File: src/core/wdog_pkg.sv
// Constants, types and decode functions of the two-stage watchdog
package wdog_pkg;
    // ------------------------------------------------------------
    // Register map (byte addresses)
    // ------------------------------------------------------------
    localparam logic [7:0] REG_CTRL = 8'h00;
    localparam logic [7:0] REG_LIMIT1 = 8'h04;
    localparam logic [7:0] REG_LIMIT2 = 8'h08;
    localparam logic [7:0] REG_KICK = 8'h0C;
    localparam logic [7:0] REG_STATUS = 8'h10;
    localparam logic [7:0] REG_IRQ_STAT = 8'h14;
    localparam logic [7:0] REG_IRQ_MASK = 8'h18;
    localparam logic [7:0] REG_COUNT = 8'h1C;
    // ------------------------------------------------------------
    // Fields and reset values
    // ------------------------------------------------------------
    localparam int CTRL_EN_BIT = 0;
    localparam int CTRL_SEL_BIT = 1;
    localparam int CTRL_CODE1_LSB = 4;
    localparam int CTRL_CODE2_LSB = 8;
    localparam int CODE_W = 4;
    localparam int IRQ_W = 3;
    localparam int IRQ_STAGE1 = 0;
    localparam int IRQ_STAGE2 = 1;
    localparam int IRQ_TIMEOUT = 2;
    localparam logic [31:0] CTRL_RST = 32'h0000_0000;
    localparam logic [31:0] LIMIT_RST = 32'h0000_FFFF;
    localparam logic [IRQ_W-1:0] MASK_RST = 3'h0;
    // ------------------------------------------------------------
    // Action codes
    // ------------------------------------------------------------
    localparam logic [3:0] CODE_OFF = 4'h0;
    localparam logic [3:0] CODE_RESET = 4'h1;
    localparam logic [3:0] CODE_DELAY = 4'h5;
    localparam logic [3:0] CODE_OUT = 4'h8;
    localparam logic [3:0] CODE_OUT_RST = 4'h9;
    localparam logic [3:0] CODE_OUT_NMI = 4'hA;
    localparam logic [3:0] CODE_OUT_SMI = 4'hB;
    localparam logic [3:0] CODE_OUT_SCI = 4'hC;
    localparam logic [3:0] CODE_DELAY_OUT = 4'hD;
    // ------------------------------------------------------------
    // Timing
    // ------------------------------------------------------------
    localparam int CLK_NS = 10;
    localparam int PULSE_NS = 160;
    localparam int PULSE_CYC = (PULSE_NS + CLK_NS - 1) / CLK_NS;
    // ------------------------------------------------------------
    // Types
    // ------------------------------------------------------------
    typedef enum logic [3:0] {
        ST_IDLE = 4'b0001,
        ST_ONE = 4'b0010,
        ST_TWO = 4'b0100,
        ST_DONE = 4'b1000
    } wd_state_t;
    typedef struct packed {
        logic skip;
        logic out;
        logic rst;
        logic nmi;
        logic smi;
        logic sci;
    } action_t;
    // Expiry action of one stage; first is high for stage one
    function automatic action_t decode_action(input logic [3:0] code, input logic first);
        action_t a;
        a = '0;
        case (code)
            CODE_RESET: a.rst = 1'b1;
            CODE_DELAY: a.skip = !first;
            CODE_OUT: a.out = 1'b1;
            CODE_OUT_RST: a = '{skip: 1'b0, out: 1'b1, rst: 1'b1, nmi: 1'b0,
                                smi: 1'b0, sci: 1'b0};
            CODE_OUT_NMI: a = '{skip: 1'b0, out: 1'b1, rst: 1'b0, nmi: 1'b1,
                                smi: 1'b0, sci: 1'b0};
            CODE_OUT_SMI: a = '{skip: 1'b0, out: 1'b1, rst: 1'b0, nmi: 1'b0,
                                smi: 1'b1, sci: 1'b0};
            CODE_OUT_SCI: a = '{skip: 1'b0, out: 1'b1, rst: 1'b0, nmi: 1'b0,
                                smi: 1'b0, sci: 1'b1};
            CODE_DELAY_OUT: a.out = 1'b1;
            default: a.skip = 1'b1;
        endcase
        return a;
    endfunction : decode_action
    // Byte-lane merge of a write into a 32-bit register
    function automatic logic [31:0] merge_be(input logic [31:0] old, input logic [31:0] wd,
                                              input logic [3:0] be);
        logic [31:0] r;
        r = old;
        for (int i = 0; i < 4; i++) begin
            if (be[i]) begin
                r[i*8 +: 8] = wd[i*8 +: 8];
            end
        end
        return r;
    endfunction : merge_be
endpackage : wdog_pkg

File: src/core/dual_stage_watchdog.sv
// Two-stage watchdog with Avalon-MM registers
//
// Behaviour
// - two stages, own time and action, sequential
// - code 0000 skips the stage, no action
// - code 0001 on expiry issues system reset
// - code 0101 is plain delay, stage one only
// - code 1000 drives time-out output only
// - codes 1001-1100 add reset, NMI, SMI, SCI
// - code 1101 delays then drives time-out output
// - time-out output rises when servicing stops
// - time-out output follows the selected stage
// - time-out output clears only by reset
module dual_stage_watchdog #(
    parameter int CNT_W = 32
) (
    input wire logic clk_sys_in,
    input wire logic rst_in,
    input wire logic [7:0] avs_address_in,
    input wire logic avs_read_in,
    input wire logic avs_write_in,
    input wire logic [31:0] avs_writedata_in,
    input wire logic [3:0] avs_byteenable_in,
    output logic [31:0] avs_readdata_out,
    output logic avs_waitrequest_out,
    output logic timeout_event_output_out,
    output logic sys_reset_out,
    output logic nmi_out,
    output logic smi_out,
    output logic sci_out,
    output logic irq_out
);
    import wdog_pkg::*;

    if (CNT_W < 2 || CNT_W > 32) begin : g_bad_width
        $error("dual_stage_watchdog: CNT_W must be 2 to 32");
    end

    // ------------------------------------------------------------
    // Bus handshake
    // ------------------------------------------------------------
    logic wr_fire;
    logic rd_fire;
    logic [7:0] word_addr;

    assign wr_fire = avs_write_in && !avs_waitrequest_out;
    assign rd_fire = avs_read_in && !avs_waitrequest_out;
    assign word_addr = {avs_address_in[7:2], 2'b00};

    always_ff @(posedge clk_sys_in) begin
        if (rst_in) begin
            avs_waitrequest_out <= 1'b1;
        end else if ((avs_read_in || avs_write_in) && avs_waitrequest_out) begin
            avs_waitrequest_out <= 1'b0;
        end else begin
            avs_waitrequest_out <= 1'b1;
        end
    end

    // ------------------------------------------------------------
    // Control registers
    // ------------------------------------------------------------
    logic [31:0] ctrl;
    logic [31:0] limit1;
    logic [31:0] limit2;
    logic [IRQ_W-1:0] irq_mask;
    logic enable;
    logic sel_two;
    logic [CODE_W-1:0] code1;
    logic [CODE_W-1:0] code2;
    logic kick;

    assign enable = ctrl[CTRL_EN_BIT];
    assign sel_two = ctrl[CTRL_SEL_BIT];
    assign code1 = ctrl[CTRL_CODE1_LSB +: CODE_W];
    assign code2 = ctrl[CTRL_CODE2_LSB +: CODE_W];
    assign kick = wr_fire && word_addr == REG_KICK;

    always_ff @(posedge clk_sys_in) begin
        if (rst_in) begin
            ctrl <= CTRL_RST;
            limit1 <= LIMIT_RST;
            limit2 <= LIMIT_RST;
            irq_mask <= MASK_RST;
        end else if (wr_fire) begin
            case (word_addr)
                REG_CTRL: ctrl <= merge_be(ctrl, avs_writedata_in, avs_byteenable_in);
                REG_LIMIT1: limit1 <= merge_be(limit1, avs_writedata_in, avs_byteenable_in);
                REG_LIMIT2: limit2 <= merge_be(limit2, avs_writedata_in, avs_byteenable_in);
                REG_IRQ_MASK: irq_mask <= avs_byteenable_in[0] ?
                                          avs_writedata_in[IRQ_W-1:0] : irq_mask;
                default: ctrl <= ctrl;
            endcase
        end
    end

    // ------------------------------------------------------------
    // Stage sequencer
    // ------------------------------------------------------------
    wd_state_t state;
    action_t act1;
    action_t act2;
    logic expired;
    logic [CNT_W-1:0] count;
    logic fire1;
    logic fire2;
    logic skip1;
    logic skip2;
    logic load;
    logic [CNT_W-1:0] load_val;
    logic [3:0] fire_vec;
    logic [3:0] pulses;

    assign act1 = decode_action(code1, 1'b1);
    assign act2 = decode_action(code2, 1'b0);

    always_comb begin
        fire1 = enable && state == ST_ONE && !kick && !act1.skip && expired;
        fire2 = enable && state == ST_TWO && !kick && !act2.skip && expired;
        skip1 = enable && state == ST_ONE && !kick && act1.skip;
        skip2 = enable && state == ST_TWO && !kick && act2.skip;
        load = 1'b0;
        load_val = limit1[CNT_W-1:0];
        if (enable && (kick || state == ST_IDLE)) begin
            load = 1'b1;
        end else if (fire1 || skip1) begin
            load = 1'b1;
            load_val = limit2[CNT_W-1:0];
        end
    end

    always_ff @(posedge clk_sys_in) begin
        if (rst_in || !enable) begin
            state <= ST_IDLE;
        end else if (kick) begin
            state <= ST_ONE;
        end else begin
            case (state)
                ST_IDLE: state <= ST_ONE;
                ST_ONE: state <= (fire1 || skip1) ? ST_TWO : ST_ONE;
                ST_TWO: state <= (fire2 || skip2) ? ST_DONE : ST_TWO;
                ST_DONE: state <= ST_DONE;
                default: state <= ST_IDLE;
            endcase
        end
    end

    stage_timer #(
        .W(CNT_W)
    ) u_timer (
        .clk_sys_in(clk_sys_in),
        .rst_in(rst_in),
        .load_in(load),
        .run_in(state == ST_ONE || state == ST_TWO),
        .value_in(load_val),
        .expired_out(expired),
        .count_out(count)
    );

    // ------------------------------------------------------------
    // Expiry actions
    // ------------------------------------------------------------
    always_comb begin
        fire_vec[0] = (fire1 && act1.rst) || (fire2 && act2.rst);
        fire_vec[1] = (fire1 && act1.nmi) || (fire2 && act2.nmi);
        fire_vec[2] = (fire1 && act1.smi) || (fire2 && act2.smi);
        fire_vec[3] = (fire1 && act1.sci) || (fire2 && act2.sci);
    end

    event_pulse #(
        .N(4),
        .LEN(PULSE_CYC)
    ) u_pulse (
        .clk_sys_in(clk_sys_in),
        .rst_in(rst_in),
        .fire_in(fire_vec),
        .pulse_out(pulses)
    );

    assign sys_reset_out = pulses[0];
    assign nmi_out = pulses[1];
    assign smi_out = pulses[2];
    assign sci_out = pulses[3];

    logic out_hit;
    assign out_hit = (fire1 && act1.out && !sel_two) || (fire2 && act2.out && sel_two);

    always_ff @(posedge clk_sys_in) begin
        if (rst_in) begin
            timeout_event_output_out <= 1'b0;
        end else if (out_hit) begin
            timeout_event_output_out <= 1'b1;
        end
    end

    // ------------------------------------------------------------
    // Interrupts
    // ------------------------------------------------------------
    logic [IRQ_W-1:0] irq_stat;
    logic [IRQ_W-1:0] irq_set;
    logic irq_clr;

    assign irq_set = {out_hit, fire2 || skip2, fire1 || skip1};
    assign irq_clr = rd_fire && word_addr == REG_IRQ_STAT;

    // Clear only the bits already reported, so an event during the read survives
    logic [IRQ_W-1:0] irq_keep;
    assign irq_keep = irq_clr ? irq_stat & ~avs_readdata_out[IRQ_W-1:0] : irq_stat;

    always_ff @(posedge clk_sys_in) begin
        if (rst_in) begin
            irq_stat <= '0;
        end else begin
            irq_stat <= irq_keep | irq_set;
        end
    end

    always_ff @(posedge clk_sys_in) begin
        if (rst_in) begin
            irq_out <= 1'b0;
        end else begin
            irq_out <= |((irq_keep | irq_set) & irq_mask);
        end
    end

    // ------------------------------------------------------------
    // Read data
    // ------------------------------------------------------------
    always_ff @(posedge clk_sys_in) begin
        if (rst_in) begin
            avs_readdata_out <= 32'h0000_0000;
        end else if (avs_read_in && avs_waitrequest_out) begin
            case (word_addr)
                REG_CTRL: avs_readdata_out <= ctrl;
                REG_LIMIT1: avs_readdata_out <= limit1;
                REG_LIMIT2: avs_readdata_out <= limit2;
                REG_STATUS: avs_readdata_out <= {27'h0, timeout_event_output_out, state};
                REG_IRQ_STAT: avs_readdata_out <= {29'h0, irq_stat};
                REG_IRQ_MASK: avs_readdata_out <= {29'h0, irq_mask};
                REG_COUNT: avs_readdata_out <= 32'(count);
                default: avs_readdata_out <= 32'h0000_0000;
            endcase
        end
    end
endmodule : dual_stage_watchdog

File: src/core/stage_timer.sv
// Down counter that times one watchdog stage
module stage_timer #(
    parameter int W = 32
) (
    input wire logic clk_sys_in,
    input wire logic rst_in,
    input wire logic load_in,
    input wire logic run_in,
    input wire logic [W-1:0] value_in,
    output logic expired_out,
    output logic [W-1:0] count_out
);
    if (W < 2) begin : g_bad_width
        $error("stage_timer: W must be at least 2");
    end

    always_ff @(posedge clk_sys_in) begin
        if (rst_in) begin
            count_out <= '0;
        end else if (load_in) begin
            count_out <= (value_in == '0) ? W'(1) : value_in;
        end else if (run_in && count_out != '0) begin
            count_out <= count_out - W'(1);
        end
    end

    always_ff @(posedge clk_sys_in) begin
        if (rst_in) begin
            expired_out <= 1'b0;
        end else begin
            expired_out <= run_in && !load_in && count_out == W'(1);
        end
    end
endmodule : stage_timer

File: src/core/event_pulse.sv
// Stretches one-cycle events into fixed-length output pulses
module event_pulse #(
    parameter int N = 4,
    parameter int LEN = 16
) (
    input wire logic clk_sys_in,
    input wire logic rst_in,
    input wire logic [N-1:0] fire_in,
    output logic [N-1:0] pulse_out
);
    localparam int CW = $clog2(LEN + 1);
    logic [CW-1:0] left [N];

    if (LEN < 1 || N < 1) begin : g_bad_size
        $error("event_pulse: N and LEN must be positive");
    end

    for (genvar g = 0; g < N; g++) begin : g_lane
        always_ff @(posedge clk_sys_in) begin
            if (rst_in) begin
                left[g] <= '0;
                pulse_out[g] <= 1'b0;
            end else if (fire_in[g]) begin
                left[g] <= CW'(LEN - 1);
                pulse_out[g] <= 1'b1;
            end else if (left[g] != '0) begin
                left[g] <= left[g] - CW'(1);
            end else begin
                pulse_out[g] <= 1'b0;
            end
        end
    end
endmodule : event_pulse

File: config.mk
export PLATFORM = sky130hd
export DESIGN_NAME = dual_stage_watchdog
export DESIGN_NICKNAME = d
export VERILOG_FILES = /design/src/core/wdog_pkg.sv /design/src/core/dual_stage_watchdog.sv /design/src/core/stage_timer.sv /design/src/core/event_pulse.sv
export SDC_FILE = /design/constraint.sdc
export NUM_CORES = 1
export LEC_CHECK = 0
export BUFFER_PORTS_ARGS = -buffer_cell sky130_fd_sc_hd__buf_2
export CAP_MARGIN = 30
export CORE_MARGIN = 2
export CORE_UTILIZATION = 51
export DETAILED_ROUTE_END_ITERATION = 8
export PLACE_DENSITY = 0.7
export SLEW_MARGIN = 5
export SYNTH_ARGS = -nofsm -noshare
export SYNTH_HDL_FRONTEND = slang
export SYNTH_HIERARCHICAL = 1
export SYNTH_SLANG_ARGS = --single-unit
File: constraint.sdc
create_clock -name clk_sys_in -period 5.1 [get_ports clk_sys_in]
set_clock_uncertainty 0.2 [all_clocks]
set_input_delay 0.765 -clock clk_sys_in [delete_from_list [all_inputs] [get_ports clk_sys_in]]
set_output_delay 0.765 -clock clk_sys_in [all_outputs]
set_load 0.01 [all_outputs]
==> metrics.txt <==
# TYPE chip_impl_metric gauge
chip_impl_metric{name="worst_ep_arrival_time",unit="ns"} 4.31
chip_impl_metric{name="combined_global_route_utilization_of_all_metal_layers",unit=""} 0.274
chip_impl_metric{name="avgSynthCellArea",unit="µm²"} 8.82
chip_impl_metric{name="setup-violations-final",unit=""} 0
chip_impl_metric{name="final_net_count",unit=""} 1269
chip_impl_metric{name="yosysWarnings",unit=""} 6
chip_impl_metric{name="largest_net_degree_at_the_start_of_global_routing",unit=""} 54
chip_impl_info{name="worstHoldPathType",value="reg2reg"} 1
chip_impl_info{name="ys_dominant_reg_cell",value="sky130_fd_sc_hd__dfxtp_1"} 1
chip_impl_metric{name="synth-async-reset-ratio",unit=""} 0
chip_impl_metric{name="global_route.overflow_total",unit=""} 0
chip_impl_metric{name="cts_htree_levels",unit=""} 4
chip_impl_metric{name="initial_utilization",unit=""} 0.515
chip_impl_metric{name="synth_nets",unit=""} 1232
chip_impl_metric{name="yosysTopAreaCellShare",unit=""} 0.344
chip_impl_metric{name="cts_made_buffers",unit=""} 17
chip_impl_metric{name="max_slew.worst_pin.slew",unit="ns"} 1.01
chip_impl_metric{name="timing.critical_path.buf_inv",unit=""} 2
chip_impl_metric{name="detailroute.via_count",unit=""} 9329
chip_impl_metric{name="final_max_slew_viol_count",unit=""} 0
chip_impl_info{name="cp_cell_sequence",value="buf_2, or4_1, o21ai_2, a311o_2, buf_12, mux2_2, nor4_1, nand4_1, o21a_1, a22o_1, a32o_1"} 1
chip_impl_metric{name="fp.coreArea",unit="µm²"} 20100
chip_impl_info{name="rsz0062_at_grt",value="no"} 1
chip_impl_metric{name="ios",unit=""} 87
chip_impl_metric{name="cts_buffer_depth",unit=""} 2
chip_impl_metric{name="row_count",unit=""} 52
chip_impl_metric{name="vias_in_the_first_global_route",unit=""} 8711
chip_impl_metric{name="wp_data_required",unit="ns"} 5.24
chip_impl_metric{name="clkTransAtPathRegs",unit="ns"} 0.07
chip_impl_metric{name="clock_latency_of_the_later_clocked_register_in_the_worst_skew_pair",unit="ns"} 0.44
chip_impl_metric{name="p_total",unit="W"} 0.00357
chip_impl_info{name="synth.top_cells.by_count",value="sky130_fd_sc_hd__dfxtp_1, sky130_fd_sc_hd__nand2_1, sky130_fd_sc_hd__nor2_1"} 1
chip_impl_metric{name="synth-edff-count",unit=""} 20
chip_impl_metric{name="routed_wire_length_per_instance",unit="µm"} 19.7
chip_impl_metric{name="timing.final.hold_violations",unit=""} 0
chip_impl_metric{name="fmax",unit="GHz"} 0.240
chip_impl_metric{name="synth_seq_area_share",unit=""} 0.402
chip_impl_metric{name="ir_worst_vdd",unit="V"} 0.000218
chip_impl_metric{name="final.period_utilization",unit=""} 0.819
chip_impl_metric{name="combined_area_of_the_multi_input_logic_cells",unit="µm²"} 5680
chip_impl_metric{name="drt_iter0_markers",unit=""} 965
chip_impl_metric{name="post-place-cells",unit=""} 1462
chip_impl_metric{name="drive_above_1_share",unit=""} 0.161
chip_impl_metric{name="synthCells",unit=""} 1174
chip_impl_metric{name="globalplace.congestion",unit=""} 0.907
chip_impl_info{name="reg2reg_from",value="state[3]"} 1
chip_impl_metric{name="routed_wl",unit="µm"} 29400
chip_impl_metric{name="area_growth_syn_to_layout",unit="%"} 10.8
chip_impl_metric{name="tns",unit="ns"} 0
chip_impl_metric{name="max_cap_viol_count",unit=""} 0
chip_impl_info{name="crit_path_end_kind",value="flip-flop"} 1
chip_impl_metric{name="non_filler_cells_in_the_finished_layout",unit=""} 1494
chip_impl_info{name="critical_path_s_top_delay_family",value="compound AO/OA/AOI/OAI gates"} 1
chip_impl_metric{name="grt_first_pass_wirelength",unit="µm"} 47600
chip_impl_metric{name="slew_headroom",unit=""} 0.323
chip_impl_metric{name="die_width",unit="µm"} 147
chip_impl_metric{name="ys_seq_elements",unit=""} 198
chip_impl_metric{name="vias_per_cell",unit=""} 6.24
chip_impl_metric{name="postCtsResizedCells",unit=""} 0
chip_impl_metric{name="worstPathMaxFanout",unit=""} 20
chip_impl_metric{name="register_area",unit="µm²"} 4160
chip_impl_info{name="cp_slowest_cell",value="sky130_fd_sc_hd__or4_1"} 1
chip_impl_info{name="cts-root-buf",value="sky130_fd_sc_hd__clkbuf_16"} 1
chip_impl_metric{name="cts_setup_buffers",unit=""} 0
chip_impl_metric{name="drtAntennaViolNets",unit=""} 0
chip_impl_info{name="critical_path_class",value="in2reg"} 1
chip_impl_info{name="yosys.cell_count.top_type",value="sky130_fd_sc_hd__dfxtp_1"} 1
chip_impl_metric{name="synth_area",unit="µm²"} 10400
chip_impl_metric{name="p_per_area",unit="nW/µm²"} 311
chip_impl_info{name="min-delay-start",value="u_pulse/pulse_out[2]"} 1
chip_impl_info{name="ys_top_cells_by_area",value="sky130_fd_sc_hd__dfxtp_1, sky130_fd_sc_hd__mux2i_1, sky130_fd_sc_hd__edfxtp_1"} 1
chip_impl_metric{name="postCtsHoldBufs",unit=""} 0
chip_impl_info{name="synthDominantAreaCellType",value="sky130_fd_sc_hd__dfxtp_1"} 1
chip_impl_metric{name="p_leak",unit="nW"} 4.47
chip_impl_metric{name="critical_path_max_stage_delay",unit="ns"} 0.59
chip_impl_metric{name="port-buffer-count",unit=""} 84
chip_impl_metric{name="period_minus_slack",unit="ns"} 4.17
chip_impl_metric{name="synthDistinctLibCells",unit=""} 82
chip_impl_metric{name="fillers",unit=""} 1807
chip_impl_info{name="critPathLaunchType",value="primary input"} 1
chip_impl_metric{name="drc_errors",unit=""} 0
chip_impl_metric{name="die_area",unit="µm²"} 21500
chip_impl_metric{name="first_pass_iters",unit=""} 6
chip_impl_metric{name="detailedPlacementHpwl",unit="µm"} 20100
chip_impl_metric{name="antenna_cells",unit=""} 0
chip_impl_metric{name="antenna_found_initial",unit=""} 1
chip_impl_info{name="outcome",value="finished clean"} 1
chip_impl_metric{name="numClockSinks",unit=""} 198
chip_impl_info{name="crit_start",value="avs_address_in[7]"} 1
chip_impl_metric{name="floorplan.die.height",unit="µm"} 147
chip_impl_info{name="clock_tree_from_tritoncts",value="built"} 1
==> metal layers <==
layer / up-vias / share of wire / track usage
li1: 4424 / - / -
met1: 4470 / 0.45 / 0.374
met2: 392 / 0.47 / 0.454
met3: 43 / 0.064 / 0.0519
met4: 0 / 0.016 / 0.0621
met5: - / 0 / 0
==> power by group <==
group          total (W)  internal [W]  switching, W
Clock            0.00141      0.000798      0.000616
Combinational   0.000427      0.000186      0.000241
Sequential       0.00173       0.00167     0.0000517
Total            0.00357       0.00266      0.000908
==> worst min-delay path: cells and delay by family (launching register included) <==
| kind | cells | cell delay, ns |
|---|---|---|
| flops | 1 | 0.31 |
| simple gates | 2 | 0.11 |
==> cells in the final DEF, fill, tap and decap left out, types with 15 or more instances in the layout <==
cell type / instances
sky130_fd_sc_hd__xnor2_1: 15
sky130_fd_sc_hd__mux2_2: 21
sky130_fd_sc_hd__a221oi_1: 29
sky130_fd_sc_hd__nor3_1: 47
sky130_fd_sc_hd__nor2_1: 99
sky130_fd_sc_hd__a21oi_1: 54
sky130_fd_sc_hd__buf_4: 20
sky130_fd_sc_hd__clkbuf_16: 18
sky130_fd_sc_hd__nand2_1: 137
sky130_fd_sc_hd__inv_1: 24
sky130_fd_sc_hd__nand3_1: 91
sky130_fd_sc_hd__buf_2: 84
sky130_fd_sc_hd__edfxtp_1: 20
sky130_fd_sc_hd__mux2i_1: 67
sky130_fd_sc_hd__nor4_1: 21
sky130_fd_sc_hd__o21ai_0: 37
sky130_fd_sc_hd__dfxtp_1: 178
sky130_fd_sc_hd__a2bb2oi_1: 29
==> kinds of logic after synthesis <==
group	count (synthesis)	synth area share
compound gates	247	0.173
buf+inv	113	0.0512
mux	103	0.111
xor+xnor	18	0.0152
simple gates	485	0.236
flops	198	0.402
fa+ha+maj	10	0.0121
==> sequential cells by signal, summed over array words and instances, names as in the netlist <==
name	cells
u_timer/count_out	32
u_timer/expired_out	1
irq_stat	3
avs_readdata_out	32
ctrl	32
avs_waitrequest_out	1
limit2	32
timeout_event_output_out	1
state	4
u_pulse/pulse_out	4
irq_out	1
limit1	32
u_pulse/left	20
irq_mask	3
==> per-stage QoR <==
stage | hold slack (ns) | utilization | worst slack (ns) | area [µm²]
floorplan | 0.236 | - | 1.17 | 10400
global placement | 0.241 | 0.540 | 0.547 | 10900
detailed placement | 0.249 | 0.541 | 0.516 | 10900
CTS | 0.259 | 0.571 | 0.981 | 11500
global route | 0.278 | 0.571 | 0.741 | 11500
finish | 0.255 | 0.571 | 0.926 | 11500
==> final timing paths <==
| path | to | slack [ns] | cells past startpoint |
|---|---|---|---|
| min reg2reg | u_pulse/pulse_out[2] | 0.26 | 2 |
| max reg2reg | u_timer/count_out[21] | 1.02 | 10 |
| max | u_timer/count_out[21] | 0.93 | 11 |
| min | u_pulse/pulse_out[2] | 0.26 | 2 |
==> layout make-up <==
type	instances	area share
Clock buffer	24	0.0438
Clock inverter	8	0.00948
Inverter	26	0.00850
Multi-Input combinational cell	863	0.495
Sequential cell	198	0.363
Tap cell	270	0.0294
Timing Repair Buffer	105	0.0514
Note: power is estimated with default switching activity, not from simulation.
